`config.mk`:
```
export PLATFORM = sky130hd
export DESIGN_NAME = ovr_fault
export DESIGN_NICKNAME = d
export VERILOG_FILES = /design/src/pkg/ovr_pkg.sv /design/src/design/ovr_fault.sv
export SDC_FILE = /design/constraint.sdc
export NUM_CORES = 1
export LEC_CHECK = 0
export ABC_AREA = 1
export BUFFER_PORTS_ARGS = -buffer_cell sky130_fd_sc_hd__buf_2
export CORE_UTILIZATION = 45
export CTS_CLUSTER_DIAMETER = 60
export DETAILED_ROUTE_END_ITERATION = 6
export PLACE_DENSITY_LB_ADDON = 0.2
export SLEW_MARGIN = 25
export SYNTH_ARGS = -nofsm -noshare
export SYNTH_HDL_FRONTEND = slang
export SYNTH_SLANG_ARGS = --single-unit
export TNS_END_PERCENT = 10
```
`constraint.sdc`:
```
create_clock -name core_clk -period 2.72 [get_ports core_clk]
set_clock_uncertainty 0.05 [all_clocks]
set_input_delay 0.544 -clock core_clk [delete_from_list [all_inputs] [get_ports core_clk]]
set_output_delay 0.544 -clock core_clk [all_outputs]
set_load 0.02 [all_outputs]
```
`src/pkg/ovr_pkg.sv`:
```
// constants, states and carriers for the output overvoltage fault response
// assumes one 40 MHz core clock shared by every user of this package
package ovr_pkg;

  localparam int OVR_NCH = 2;

  // action byte layout and reset value
  localparam logic [7:0] OVR_ACTION_RESET = 8'hB8;
  localparam int OVR_RESP_HI = 7;
  localparam int OVR_RESP_LO = 6;
  localparam int OVR_RETRY_HI = 5;
  localparam int OVR_RETRY_LO = 3;
  localparam int OVR_DLY_HI = 2;
  localparam int OVR_DLY_LO = 0;

  // response and retry field codes
  localparam logic [1:0] OVR_RESP_SINK = 2'h0;
  localparam logic [1:0] OVR_RESP_DELAY = 2'h1;
  localparam logic [1:0] OVR_RESP_SHUT = 2'h2;
  localparam logic [1:0] OVR_RESP_BAD = 2'h3;
  localparam logic [2:0] OVR_RETRY_NONE = 3'h0;
  localparam logic [2:0] OVR_RETRY_FOREVER = 3'h7;

  // accepted action values; the delayed forms match on bits 7:3
  localparam logic [7:0] OVR_ACT_SINK = 8'h00;
  localparam logic [7:0] OVR_ACT_LATCH = 8'h80;
  localparam logic [7:0] OVR_ACT_RETRY = 8'hB8;
  localparam logic [4:0] OVR_ACT_DLY_LATCH = 5'h08;
  localparam logic [4:0] OVR_ACT_DLY_RETRY = 5'h0F;

  // timing
  localparam int OVR_CLK_MHZ = 40;
  localparam int OVR_UNIT_NS = 10000;
  localparam int OVR_UNIT_CYCLES = (OVR_UNIT_NS * OVR_CLK_MHZ + 999) / 1000;
  localparam int OVR_STEP_MS = 1;
  localparam int OVR_MS_CYCLES = OVR_STEP_MS * OVR_CLK_MHZ * 1000;
  localparam logic [16:0] OVR_RETRY_MIN_MS = 17'h00078;
  localparam logic [16:0] OVR_RETRY_MAX_MS = 17'h147A8;

  typedef enum logic [2:0] {
    OVR_RUN,
    OVR_DEGLITCH,
    OVR_SINK,
    OVR_LATCHED,
    OVR_RETRY
  } ovr_state_t;

  typedef struct packed {
    logic operation_on;
    logic alert_mask;
    logic [16:0] restart_interval_setting;
    logic decay_done;
    logic decay_check_off;
    logic hard_fault;
  } ovr_chan_in_t;

  typedef struct packed {
    logic drive_enable;
    logic overvoltage_sink_mode;
    logic status_byte_ov;
    logic status_word_vout;
    logic status_vout_ov;
  } ovr_chan_out_t;

endpackage : ovr_pkg

```
`src/design/ovr_fault.sv`:
```
// output overvoltage fault response for all paged channels
// assumes pins arrive asynchronously and commands as one-cycle core pulses
`timescale 1ns/1ps

// Notes on behaviour
// on overvoltage set summary, word and output status overvoltage flags
// drive the alert line low on overvoltage unless masked
// action 0x00 only sinks the output while overvoltage persists
// action 0x80 shuts the output and never restarts by itself
// action 0xB8 shuts and retries forever until off, bias loss, hard fault
// action 0x4n shuts after n*10us persistence, stays off until recycled
// action 0x78+n shuts after n*10us persistence, then retries
// writes of unaccepted values are dropped and raise a comms fault
// response field 11 is unsupported and raises a comms fault
// flag clears only on clear-faults, off-then-on, or bias loss
// response 01 keeps regulating for the delay, then follows retry field
// response 10 shuts at once, then follows retry field
// retry field 000 stays off until reset command, commanded off or bias loss
// retry field 111 restarts without limit, spaced by the retry interval
// bits 2:0 give the deglitch time in 10us units
// host moves the action setting as one data byte
// retry interval 120ms to 83.88s in 1ms steps, timed from detection
// retry waits also for output decay below 12.5% unless disabled
// deglitch counter restarts whenever overvoltage drops early
// each page holds its own action setting and fault state
module ovr_fault
  import ovr_pkg::*;
#(
  parameter int MS_CYCLES = OVR_MS_CYCLES
)
(
  // clock and reset
  input wire logic core_clk,
  input wire logic resetn,
  // action byte port
  input wire logic act_wr,
  input wire logic act_page,
  input wire logic [7:0] act_wdata,
  output logic [7:0] act_rdata,
  output logic cml_fault,
  // commands
  input wire logic clear_faults,
  input wire logic reset_cmd,
  // pins
  input wire logic run_pin,
  input wire logic vin_ok,
  input wire logic [OVR_NCH-1:0] ov_detect,
  // per-channel controls and results
  input wire ovr_chan_in_t chan_in [OVR_NCH],
  output ovr_chan_out_t chan_out [OVR_NCH],
  output logic alert_n
);

  localparam int SW = OVR_NCH + 2;

  ////////////////////////////////////////////////////////////////////////////
  // pin synchronisers: a change counts once stages two and three agree

  logic [SW-1:0] sync1, sync2, sync3, filt;
  logic [SW-1:0] next_filt;
  logic run_f, vin_f;
  logic [OVR_NCH-1:0] ov_f;

  always_comb
  begin
    next_filt = (sync2 & sync3) | (filt & (sync2 | sync3));
  end

  always_ff @(posedge core_clk)
  begin
    if (!resetn)
    begin
      sync1 <= '0;
      sync2 <= '0;
      sync3 <= '0;
      filt <= '0;
    end
    else
    begin
      sync1 <= {vin_ok, run_pin, ov_detect};
      sync2 <= sync1;
      sync3 <= sync2;
      filt <= next_filt;
    end
  end

  assign ov_f = filt[OVR_NCH-1:0];
  assign run_f = filt[OVR_NCH];
  assign vin_f = filt[OVR_NCH+1];

  ////////////////////////////////////////////////////////////////////////////
  // shared millisecond prescaler for the retry timers

  logic [15:0] pre, next_pre;
  logic ms_tick;

  always_comb
  begin
    ms_tick = (pre == 16'(MS_CYCLES - 1));
    next_pre = ms_tick ? 16'h0000 : pre + 16'h0001;
  end

  always_ff @(posedge core_clk)
  begin
    if (!resetn)
      pre <= 16'h0000;
    else
      pre <= next_pre;
  end

  ////////////////////////////////////////////////////////////////////////////
  // per-channel action, state machine, timers and flags

  logic [7:0] act [OVR_NCH];
  logic [7:0] next_act [OVR_NCH];
  ovr_state_t st [OVR_NCH];
  ovr_state_t next_st [OVR_NCH];
  logic [8:0] cyc [OVR_NCH];
  logic [8:0] next_cyc [OVR_NCH];
  logic [2:0] units [OVR_NCH];
  logic [2:0] next_units [OVR_NCH];
  logic [16:0] ms [OVR_NCH];
  logic [16:0] next_ms [OVR_NCH];
  logic [OVR_NCH-1:0] flag, next_flag, en_q, en;
  ovr_chan_out_t next_out [OVR_NCH];
  logic next_alert_n, next_cml, wr_valid;
  logic [7:0] next_rdata;

  // only the five documented forms are stored; all else is refused
  always_comb
  begin
    wr_valid = (act_wdata == OVR_ACT_SINK) || (act_wdata == OVR_ACT_LATCH) ||
               (act_wdata == OVR_ACT_RETRY) ||
               (act_wdata[7:3] == OVR_ACT_DLY_LATCH) ||
               (act_wdata[7:3] == OVR_ACT_DLY_RETRY);
  end

  always_comb
  begin
    ovr_state_t off_st;
    logic [1:0] resp;
    logic [2:0] dly;
    logic [16:0] ivl;
    off_st = OVR_LATCHED;
    resp = OVR_RESP_SINK;
    dly = 3'h0;
    ivl = OVR_RETRY_MIN_MS;
    next_flag = flag;
    next_cml = cml_fault;
    if (clear_faults)
      next_cml = 1'b0;
    if (act_wr && !wr_valid)
      next_cml = 1'b1;
    for (int c = 0; c < OVR_NCH; c++)
    begin
      en[c] = run_f && chan_in[c].operation_on;
      resp = act[c][OVR_RESP_HI:OVR_RESP_LO];
      dly = act[c][OVR_DLY_HI:OVR_DLY_LO];
      off_st = (act[c][OVR_RETRY_HI:OVR_RETRY_LO] == OVR_RETRY_FOREVER) ?
               OVR_RETRY : OVR_LATCHED;
      // clamp the programmed interval into its legal range
      ivl = chan_in[c].restart_interval_setting;
      if (ivl < OVR_RETRY_MIN_MS)
        ivl = OVR_RETRY_MIN_MS;
      if (ivl > OVR_RETRY_MAX_MS)
        ivl = OVR_RETRY_MAX_MS;
      next_act[c] = act[c];
      if (act_wr && (act_page == c[0]) && wr_valid)
        next_act[c] = act_wdata;
      next_ms[c] = ms[c];
      if (ms_tick && (ms[c] != 17'h1FFFF))
        next_ms[c] = ms[c] + 17'h00001;
      next_cyc[c] = cyc[c];
      next_units[c] = units[c];
      next_st[c] = st[c];
      case (st[c])
        OVR_RUN:
        begin
          next_cyc[c] = 9'h000;
          next_units[c] = 3'h0;
          if (en[c] && ov_f[c])
          begin
            next_ms[c] = 17'h00000;
            case (resp)
              OVR_RESP_SINK: next_st[c] = OVR_SINK;
              OVR_RESP_DELAY: next_st[c] = (dly == 3'h0) ? off_st :
                                           OVR_DEGLITCH;
              default: next_st[c] = off_st;
            endcase
          end
        end
        OVR_DEGLITCH:
        begin
          if (!ov_f[c])
          begin
            // restart the count at once so a later glitch starts from zero
            next_st[c] = OVR_RUN;
            next_cyc[c] = 9'h000;
            next_units[c] = 3'h0;
          end
          else if (cyc[c] == 9'(OVR_UNIT_CYCLES - 1))
          begin
            next_cyc[c] = 9'h000;
            next_units[c] = units[c] + 3'h1;
            if (units[c] + 3'h1 == dly)
              next_st[c] = off_st;
          end
          else
            next_cyc[c] = cyc[c] + 9'h001;
        end
        OVR_SINK:
          if (!ov_f[c])
            next_st[c] = OVR_RUN;
        OVR_LATCHED:
          if (!en[c])
            next_st[c] = OVR_RUN;
        OVR_RETRY:
        begin
          if (!en[c])
            next_st[c] = OVR_RUN;
          else if (chan_in[c].hard_fault)
            next_st[c] = OVR_LATCHED;
          else if ((ms[c] >= ivl) && (chan_in[c].decay_done ||
                   chan_in[c].decay_check_off))
            next_st[c] = OVR_RUN;
        end
        default: next_st[c] = OVR_RUN;
      endcase
      if (!vin_f || reset_cmd)
        next_st[c] = OVR_RUN;
      if (clear_faults || (en[c] && !en_q[c]) || !vin_f)
        next_flag[c] = 1'b0;
      if (ov_f[c])
        next_flag[c] = 1'b1;
      next_out[c].drive_enable = en[c] && vin_f &&
        ((next_st[c] == OVR_RUN) || (next_st[c] == OVR_DEGLITCH));
      next_out[c].overvoltage_sink_mode = (next_st[c] == OVR_SINK);
      next_out[c].status_byte_ov = next_flag[c];
      next_out[c].status_word_vout = next_flag[c];
      next_out[c].status_vout_ov = next_flag[c];
    end
    next_alert_n = 1'b1;
    for (int c = 0; c < OVR_NCH; c++)
      if (next_flag[c] && !chan_in[c].alert_mask)
        next_alert_n = 1'b0;
    next_rdata = next_act[act_page];
  end

  always_ff @(posedge core_clk)
  begin
    if (!resetn)
    begin
      for (int c = 0; c < OVR_NCH; c++)
      begin
        act[c] <= OVR_ACTION_RESET;
        st[c] <= OVR_RUN;
        cyc[c] <= 9'h000;
        units[c] <= 3'h0;
        ms[c] <= 17'h00000;
        chan_out[c] <= '0;
      end
      flag <= '0;
      en_q <= '0;
      alert_n <= 1'b1;
      cml_fault <= 1'b0;
      act_rdata <= OVR_ACTION_RESET;
    end
    else
    begin
      for (int c = 0; c < OVR_NCH; c++)
      begin
        act[c] <= next_act[c];
        st[c] <= next_st[c];
        cyc[c] <= next_cyc[c];
        units[c] <= next_units[c];
        ms[c] <= next_ms[c];
        chan_out[c] <= next_out[c];
      end
      flag <= next_flag;
      en_q <= en;
      alert_n <= next_alert_n;
      cml_fault <= next_cml;
      act_rdata <= next_rdata;
    end
  end

  for (genvar g = 0; g < OVR_NCH; g++)
  begin : g_chk

  end
endmodule : ovr_fault

```
==> results.json, run 1 <==
{
  "die_width_um": 133,
  "max-vdd-ir-drop_mv": 0.601,
  "crit_chain": "buf_2 -> nor2_2 -> nand3_1 -> nor2_2 -> nand2_2 -> o21a_1 -> nor2_2 -> nand4_4 -> nand2_4 -> buf_4 -> nand2_1 -> ha_1 -> nand2_1 -> inv_1 -> nand2_1 -> nor2_1 -> nor2_1 -> nand3_1 -> nand2_1 -> nand2_1 -> nand2_1 -> nand2_1 -> nand2_1 -> nor2_1",
  "place_hpwl_mm": 13.9,
  "arrival_ps": 2960,
  "post-layout-total-power_mw": 4.60,
  "final_hold_viol_count": 0,
  "setup_ws_ps": 21.4,
  "report.final.slew_viol_count": 0,
  "fmax_ghz": 0.371,
  "detail_route.iter0.violations": 405,
  "synth-edff-count": 0,
  "cts-root-to-sink-buffers": 2,
  "fp.coreArea_um2": 16600,
  "fillerInstances": 1604,
  "fin_nets": 1398,
  "postSynthAreaPerCell_um2": 6.64,
  "antenna_found_initial": 0,
  "worst-path-buf-inv": 3,
  "hp-class": "in -> reg",
  "drive_above_1_share_pct": 17.3,
  "status": "finished clean",
  "cellLeakagePower_nw": 4.46,
  "number_of_global_route_vias_before_repair": 6924,
  "worst_setup_hold_path_clk_slew_ps": 70,
  "port_buffers": 81,
  "met3_wirelength_um": 651,
  "worst_pin_slew_ps": 644,
  "synth.largest_area_cell": "dfxtp_1",
  "initial_utilization_pct": 46.3,
  "synthMostInstantiatedCell": "nand2_1",
  "synthesis.nets": 1265,
  "finalWirelength_mm": 18.1,
  "first_pass_grt_wire_length_mm": 30.9,
  "synth-async-reset-ratio_pct": 0,
  "final_critical_path_time_including_i_o_delays_and_setup_ps": 2700,
  "ioPinCount": 82,
  "setup_repair_after_global_routing_missed_its_margin": "yes",
  "dpl_worst_slack_ps": -420,
  "syn_to_final_growth_pct": 21.6,
  "grt_start_max_net_pins": 24,
  "cts_buffers": 17,
  "place_area_um2": 8650,
  "final_area_um2": 9360,
  "highest_metal_used": "met4",
  "cp_slowest_stage_delay_ps": 260,
  "cts_tree": "built",
  "postSynthCellCount": 1160,
  "antenna_left": 0,
  "synth_area_leaders": "dfxtp_1, nand2_1, nor2_1, inv_1, ha_1",
  "cts_hold_repair.buffers": 0,
  "clk_latency_ps": 420,
  "synth.cells.most_frequent": "nand2_1, nor2_1, inv_1, dfxtp_1, nand3_1",
  "die_height_um": 133,
  "synth.cell_area_um2": 7700,
  "number_of_detailed_route_iterations_in_the_first_pass": 5,
  "cap_viol_max_count": 0,
  "path_common_cell": "nand2_1",
  "ys_seq_elements": 130,
  "grtUsageTotal_pct": 21.4,
  "startpoint_type": "primary input",
  "timing.max_slew.rel_slack_pct": 57.0,
  "synth_flop_cell": "dfxtp_1",
  "setup.worst_path.class": "in -> reg",
  "finalSetupViolCount": 0,
  "fin_cells": 1527,
  "placement_rows": 47,
  "die_ar_um2": 17600,
  "final_min_period_over_clock_period_pct": 99.2,
  "placed_cells_incl_taps": 1490,
  "regToRegSetupSlack_ps": 480,
  "drt-vias-per-instance": 4.92,
  "h-tree-depth": 4,
  "ys_types": 45,
  "yosys_warnings": 0,
  "crit_path_max_fanout": 8,
  "globalRouteOverflowTotal": 0,
  "clk_root_buffer_cell": "clkbuf_16",
  "wl_met2_mm": 8.30,
  "synthDominantCellAreaShare_pct": 33.8,
  "drt-met1-wl_mm": 8.88,
  "global_placer_s_final_weighted_congestion": 0.913,
  "remaining_drc_errors": 0,
  "pwr_density_nw_per_um2": 492,
  "num_clock_sinks": 130,
  "crit_path_required_time_ps": 2990,
  "dominant_delay_contributor_by_cell_family_on_the_critical_path": "simple AND/OR/NAND/NOR gates",
  "timing.critical_path.slowest_stage_cell": "ha_1",
  "drt-wirelength-per-cell_um": 11.9,
  "worstSetupEndpointType": "flip-flop",
  "synth-seq-area-share_pct": 33.8,
  "via_count": 7507,
  "fraction_of_the_core_area_covered_by_cells_at_the_end_of_the_flow_pct": 56.3
}
-- layer usage --
| metal | up-vias | GRT usage [%] |
|---|---|---|
| met3 | 24 | 4.41 |
| met5 | - | 0 |
| met2 | 128 | 35.0 |
| li1 | 3995 | - |
| met1 | 3360 | 27.8 |
| met4 | 0 | 7.34 |
-- registers in the layout (all words and copies together), names as in the netlist, 2 cells and up --
name and flops:
act 16, act_rdata 8, chan_out 5, cyc 18, en_q 2, filt 4, ms 34, pre 16
st 6, sync1 4, sync2 4, sync3 4, units 6
-- metrics by stage --
step                setup TNS [ps]  hold slack (ps)
floorplan                        0              340
global placement             -1220              346
detailed placement           -1420              351
CTS                              0              233
global route                  -409              244
finish                           0              249
-- cells in the final DEF, fill, tap and decap left out, types with 6 or more instances in the layout --
| cell type | netlist | routed |
|---|---|---|
| o21ai_0 | 52 | 50 |
| xor2_1 | 26 | 26 |
| clkbuf_16 | 0 | 17 |
| inv_8 | 0 | 7 |
| a21oi_1 | 60 | 60 |
| nand2_2 | 7 | 12 |
| nor4_1 | 8 | 8 |
| nor3_1 | 30 | 30 |
| nand4_1 | 22 | 22 |
| nor2_2 | 4 | 9 |
| nor2_1 | 161 | 155 |
| nand3_1 | 73 | 73 |
| inv_1 | 151 | 151 |
| nand2_4 | 2 | 6 |
| xnor2_1 | 9 | 9 |
| nand2_1 | 301 | 293 |
| buf_4 | 6 | 53 |
| dfxtp_1 | 130 | 130 |
| buf_2 | 5 | 81 |
| ha_1 | 43 | 41 |
| or2_2 | 10 | 10 |
-- cells by family (layout without fill, tap and decap cells) --
group,count (synthesis),in the layout,synth area share (%)
xor+xnor,35,35,3.98
simple gates,640,641,36.5
flops,130,130,33.8
buf+inv,176,321,9.07
fa+ha+maj,43,43,6.99
compound gates,136,136,9.64
other cells,0,1,0
-- worst min-delay path: stages --
cell and delay, ps:
buf_2 70, nand2_1 40, inv_1 40
-- timing repair --
item,in CTS,in global routing
gates resized for setup,0,25
hold endpoints to repair,0,0
buffers inserted,0,3
endpoints found under the setup margin,0,4
-- report_power, final --
group	total (mW)	switching [mW]	internal, mW	leakage [nW]
clock	2.31	0.994	1.31	0.293
combinational	0.361	0.208	0.154	3.11
sequential	1.94	0.0104	1.93	1.05
total	4.60	1.21	3.39	4.46
-- path summary, 6_finish.rpt --
path / to / from / cells past startpoint
setup / recovery: chan_out[4] / chan_in[19] / 24
hold / removal: sync1[1] / ov_detect[1] / 3
setup reg to reg: ms[0][16] / ms[0][7] / 9
hold reg to reg: sync2[3] / sync1[3] / 2
-- layout make-up --
class / instances / area (um2) / share of cell area [%]
multi-input cells: 855 / 4490 / 48.0
flip-flops and latches: 130 / 2600 / 27.8
repair buffers: 136 / 826 / 8.82
inverters: 153 / 574 / 6.13
clock buffers: 17 / 425 / 4.54
well taps: 220 / 275 / 2.94
clock inverters: 15 / 165 / 1.76
diodes: 1 / 2.50 / 0.0267
(Power assumes the default switching activity.)
==> inputs of run 2 (changes only) <==
CORE_ASPECT_RATIO = 0.75   (was unset)
PLACE_DENSITY = 0.66   (was unset)
PLACE_DENSITY_LB_ADDON = unset   (was 0.2)
==> run 2 against run 1 <==
Sequential cell count unchanged; clock power increased by 2%; die area about the same; non-clock buffer count increased by 5; register-to-register slack got worse by 60 ps; final area increased by 3.6%; hold slack improved by 1.6 ps.
==> results.json, run 2 (synthesis results as in run 1) <==
{
  "status": "finished clean",
  "via_count": 7511,
  "syn_to_final_growth_pct": 26.0,
  "crit_path_required_time_ps": 3020,
  "clk_latency_ps": 420,
  "fp.coreArea_um2": 16800,
  "cap_viol_max_count": 0,
  "cts_buffers": 17,
  "timing.max_slew.rel_slack_pct": 57.0,
  "worst_setup_hold_path_clk_slew_ps": 60,
  "fin_nets": 1403,
  "timing.critical_path.slowest_stage_cell": "ha_1",
  "antenna_found_initial": 0,
  "grtUsageTotal_pct": 21.1,
  "drt-vias-per-instance": 4.92,
  "number_of_detailed_route_iterations_in_the_first_pass": 5,
  "mostFrequentLayoutCell": "nand2_1",
  "report.final.slew_viol_count": 0,
  "cts_tree": "built",
  "flip_flop_count_of_the_largest_register_all_copies_and_words_added": 34,
  "finalWirelength_mm": 18.4,
  "final_min_period_over_clock_period_pct": 99.0,
  "setup_repair_after_global_routing_missed_its_margin": "yes",
  "drive_above_1_share_pct": 21.2,
  "globalRouteOverflowTotal": 0,
  "worstSetupEndpointType": "flip-flop",
  "fraction_of_the_core_area_covered_by_cells_at_the_end_of_the_flow_pct": 57.8,
  "path_common_cell": "nand2_1",
  "ioPinCount": 82,
  "die_ar_um2": 17600,
  "finalSetupViolCount": 0,
  "h-tree-depth": 4,
  "cp_slowest_stage_delay_ps": 270,
  "clk_root_buffer_cell": "clkbuf_16",
  "grt_start_max_net_pins": 24,
  "final_hold_viol_count": 0,
  "placement_rows": 41,
  "first_pass_grt_wire_length_mm": 30.2,
  "worst_pin_slew_ps": 644,
  "hp-class": "in -> reg",
  "crit_chain": "buf_2 -> nor2_1 -> nand3_1 -> nor2_2 -> nand2_2 -> o21a_1 -> nor2_2 -> nand4_4 -> nand2_4 -> nand2_1 -> ha_1 -> nand2_1 -> nor2_4 -> nand2_1 -> nor2_1 -> nor2_2 -> nand3_1 -> nand2_1 -> nand2_1 -> nand2_1 -> nand2_1 -> nand2_1 -> nor2_1",
  "max-vdd-ir-drop_mv": 0.402,
  "startpoint_type": "primary input",
  "place_hpwl_mm": 13.6,
  "num_clock_sinks": 130,
  "cellLeakagePower_nw": 4.51,
  "final.hold.worst_slack_ps": 250,
  "die_width_um": 153,
  "initial_utilization_pct": 45.9,
  "antenna_left": 0,
  "top_register": "ms",
  "number_of_global_route_vias_before_repair": 6624,
  "global_placer_s_final_weighted_congestion": 0.857,
  "drt-wirelength-per-cell_um": 12.0,
  "die_height_um": 115,
  "arrival_ps": 2990,
  "cts-root-to-sink-buffers": 2,
  "setup.worst_path.class": "in -> reg",
  "port_buffers": 81,
  "crit_path_max_fanout": 8,
  "layout_top_registers": "ms (34), cyc (18)",
  "detail_route.iter0.violations": 469,
  "cts_hold_repair.buffers": 0,
  "remaining_drc_errors": 0,
  "pwr_density_nw_per_um2": 484,
  "fmax_ghz": 0.371,
  "most-common-layout-cells": "nand2_1, inv_1, nor2_1",
  "diodes": 0,
  "final_critical_path_time_including_i_o_delays_and_setup_ps": 2690
}
-- run 2: stage by stage --
stage          instances  TNS (ps)  cell area, um2  power, mW  worst slack (ps)
2_1_floorplan       1160         0            7700       2.16              5.49
3_3_place_gp        1488     -1300            8660       2.32              -413
3_5_place_dp        1488     -1470            8660       2.33              -467
4_1_cts             1520         0            9280       4.68              12.7
5_1_grt             1526      -513            9700       4.87              -182
6_report            1526         0            9700       4.70              27.2
-- run 2: area by class of cell --
| class | count | area, um2 |
|---|---|---|
| inverters | 153 | 574 |
| fillers | 1545 | 7070 |
| clock inverters | 11 | 153 |
| clock buffers | 21 | 460 |
| repair buffers | 141 | 870 |
| well taps | 215 | 269 |
| flip-flops and latches | 130 | 2600 |
| multi-input cells | 855 | 4770 |
-- run 2: routing by layer --
layer  track usage [%]  part of all wire [%]  vias up
li1                  -                     -     4016
met1              29.8                    53     3333
met2              31.5                    42      146
met3              5.31                   4.5       16
met4              6.33                  0.88        0
met5                 0                     0        -
-- run 2: worst max-delay path, delay by kind of cell --
kind | cells | cell delay (ps)
adders and majority gates | 1 | 270
and+or+nand+nor | 20 | 1930
buffers and inverters | 1 | 100
AOI/OAI and AO/OA | 1 | 140
-- run 2: path summary, 6_finish.rpt --
kind	start	endpoint	slack (ps)	depth (start not counted)
max reg2reg	ms[0][7]	ms[0][16]	420	9
min reg2reg	sync1[1]	sync2[1]	360	2
min	ov_detect[1]	sync1[1]	250	3
max	chan_in[19]	chan_out[4]	30	23
-- run 2: repair_timing --
item | in CTS | in global routing
buffers inserted | 0 | 5
gates resized for setup | 2 | 81
gates cloned | 0 | 1
setup endpoints to repair | 2 | 4
pin swaps | 0 | 43
-- run 2: power by group --
| group | switching [mW] | internal, mW | total, mW |
|---|---|---|---|
| sequential | 0.0102 | 1.93 | 1.94 |
| combinational | 0.231 | 0.176 | 0.407 |
| clock | 0.854 | 1.50 | 2.35 |
| total | 1.10 | 3.60 | 4.70 |
==> inputs of run 3 (changes only) <==
PLACE_DENSITY = 0.69   (was 0.66)
==> run 3 against run 2 <==
Via count rose by 0.41%; clock-buffer cell count unchanged; final area decreased by 1.3%; core utilization decreased by 0.74 points; fmax shrank 0.95%; sequential share of layout area grew 0.35 points; register-to-register slack worse by 40 ps; global-route usage shrank 0.15 points; highest routed layer unchanged.
==> results.json, run 3 (synthesis results as in run 1) <==
{
  "status": "finished clean",
  "num_clock_sinks": 130,
  "crit_path_max_fanout": 7,
  "place_hpwl_mm": 13.8,
  "pwr-share-comb_pct": 8.5,
  "fin_nets": 1399,
  "number_of_detailed_route_iterations_in_the_first_pass": 5,
  "fp.coreArea_um2": 16800,
  "netSwitchingPower_mw": 1.08,
  "final_critical_path_time_including_i_o_delays_and_setup_ps": 2720,
  "globalRouteOverflowTotal": 0,
  "cts-root-to-sink-buffers": 2,
  "global_placer_s_final_weighted_congestion": 0.915,
  "final_min_period_over_clock_period_pct": 99.9,
  "grtUsageTotal_pct": 20.9,
  "drt-vias-per-instance": 4.96,
  "clk_latency_ps": 410,
  "worst_pin_slew_ps": 666,
  "pwr_density_nw_per_um2": 483,
  "first_pass_grt_wire_length_mm": 30.3,
  "final_hold_viol_count": 0,
  "detail_route.iter0.violations": 424,
  "flip_flop_count_of_the_largest_register_all_copies_and_words_added": 34,
  "antenna_found_initial": 0,
  "drive_above_1_share_pct": 19.6,
  "crit_path_required_time_ps": 2970,
  "syn_to_final_growth_pct": 24.4,
  "final.hold.worst_slack_ps": 262,
  "worstSetupEndpointType": "flip-flop",
  "most-common-layout-cells": "nand2_1, nor2_1, inv_1",
  "finalWirelength_mm": 18.3,
  "via_count": 7542,
  "placement_rows": 41,
  "max-vdd-ir-drop_mv": 0.406,
  "cap_viol_max_count": 0,
  "switching_power_share_of_the_total_pct": 23.4,
  "timing.max_slew.rel_slack_pct": 55.3,
  "grt_start_max_net_pins": 28,
  "number_of_global_route_vias_before_repair": 6632,
  "h-tree-depth": 4,
  "drt-wirelength-per-cell_um": 12.0,
  "diodes": 0,
  "setup_ws_ps": 1.37,
  "die_width_um": 153,
  "cts_hold_repair.buffers": 0,
  "setup.worst_path.class": "in -> reg",
  "mostFrequentLayoutCell": "nand2_1",
  "clk_root_buffer_cell": "clkbuf_16",
  "p_clk_share_pct": 49.6,
  "cts_tree": "built",
  "die_height_um": 115,
  "setup_repair_after_global_routing_missed_its_margin": "yes",
  "hp-class": "in -> reg",
  "ioPinCount": 82,
  "startpoint_type": "primary input",
  "layout_top_registers": "ms (34), cyc (18)",
  "worst_setup_hold_path_clk_slew_ps": 60,
  "die_ar_um2": 17600,
  "top_register": "ms",
  "finalSetupViolCount": 0,
  "fmax_ghz": 0.368,
  "initial_utilization_pct": 45.9,
  "remaining_drc_errors": 0,
  "antenna_left": 0,
  "arrival_ps": 2970,
  "dpl_worst_slack_ps": -486,
  "cts_buffers": 17,
  "report.final.slew_viol_count": 0,
  "cellLeakagePower_nw": 4.51,
  "port_buffers": 81,
  "internal-power_mw": 3.55,
  "power.sequential.fraction_pct": 41.9
}
[run 3: cell count changes in the layout (fill, tap and decap cells not counted), moves of 7 or more]
cell / before / now
nand2_2: 28 / 15
ha_4: 12 / 5
nand2_1: 274 / 288
ha_1: 31 / 38
[run 3: per-layer routing]
metal / global-route usage, % / vias to the layer above / share of wire, % / wire (um)
li1: - / 3986 / - / -
met1: 30.3 / 3386 / 53 / 9750
met2: 32.0 / 166 / 42 / 7710
met3: 4.22 / 4 / 4.2 / 766
met4: 4.51 / 0 / 0.42 / 76
met5: 0 / - / 0 / 0
[run 3: what timing repair did]
action	4_1_cts	5_1_grt
gates cloned	0	1
setup buffers	2	2
pin swaps	2	35
setup endpoints to repair	2	4
resized for setup	7	61
[run 3: power groups by stage]
| stage | Combinational, mW | Sequential [mW] | Clock, mW |
|---|---|---|---|
| after global routing | 0.444 | 1.94 | 2.43 |
| final | 0.394 | 1.94 | 2.30 |
| after floorplan | 0.177 | 1.99 | 0 |
| after CTS | 0.352 | 1.94 | 2.33 |
| after global placement | 0.341 | 1.98 | 0 |
| after detailed placement | 0.347 | 1.98 | 0 |
[run 3: cell type report]
cell class,instances,area (um2)
clock buffers,21,480
well taps,215,269
repair buffers,137,853
fillers,1612,7200
clock inverters,11,128
inverters,153,574
multi-input cells,855,4670
flip-flops and latches,130,2600
[run 3: worst paths after layout]
| path | start | slack [ps] | cells after the start | endpoint |
|---|---|---|---|---|
| worst max-delay path | chan_in[18] | 1 | 22 | chan_out[4] |
| worst min-delay path | ov_detect[0] | 260 | 3 | sync1[0] |
| worst max register to register | ms[0][7] | 380 | 9 | ms[0][16] |
| worst min register to register | sync1[0] | 360 | 2 | sync2[0] |
[run 3: metrics by stage]
stage / total power [mW] / area, um2 / cells / TNS [ps] / util, %
floorplan: 2.16 / 7700 / 1160 / 0 / -
global route: 4.82 / 9580 / 1522 / -560 / 57.1
CTS: 4.62 / 9290 / 1519 / 0 / 55.4
detailed placement: 2.33 / 8640 / 1485 / -1470 / 51.5
global placement: 2.32 / 8640 / 1485 / -1220 / 51.5
finish: 4.63 / 9580 / 1522 / 0 / 57.1
[run 3: critical path, cell delays in order]
cell and delay, ps:
buf_8 100, nor2_4 100, nand3_2 80, nor2_4 130, nand2_4 100, o21a_1 150, nor2_4 140, nand4_4 200
a21oi_2 200, ha_1 270, nand2_1 70, inv_1 30, o21bai_1 140, nand3_1 110, nor2_1 130, nand3_1 80
nand2_1 70, nand2_1 50, nand2_1 60, nand2_1 60, nand2_1 90, nor2_1 50
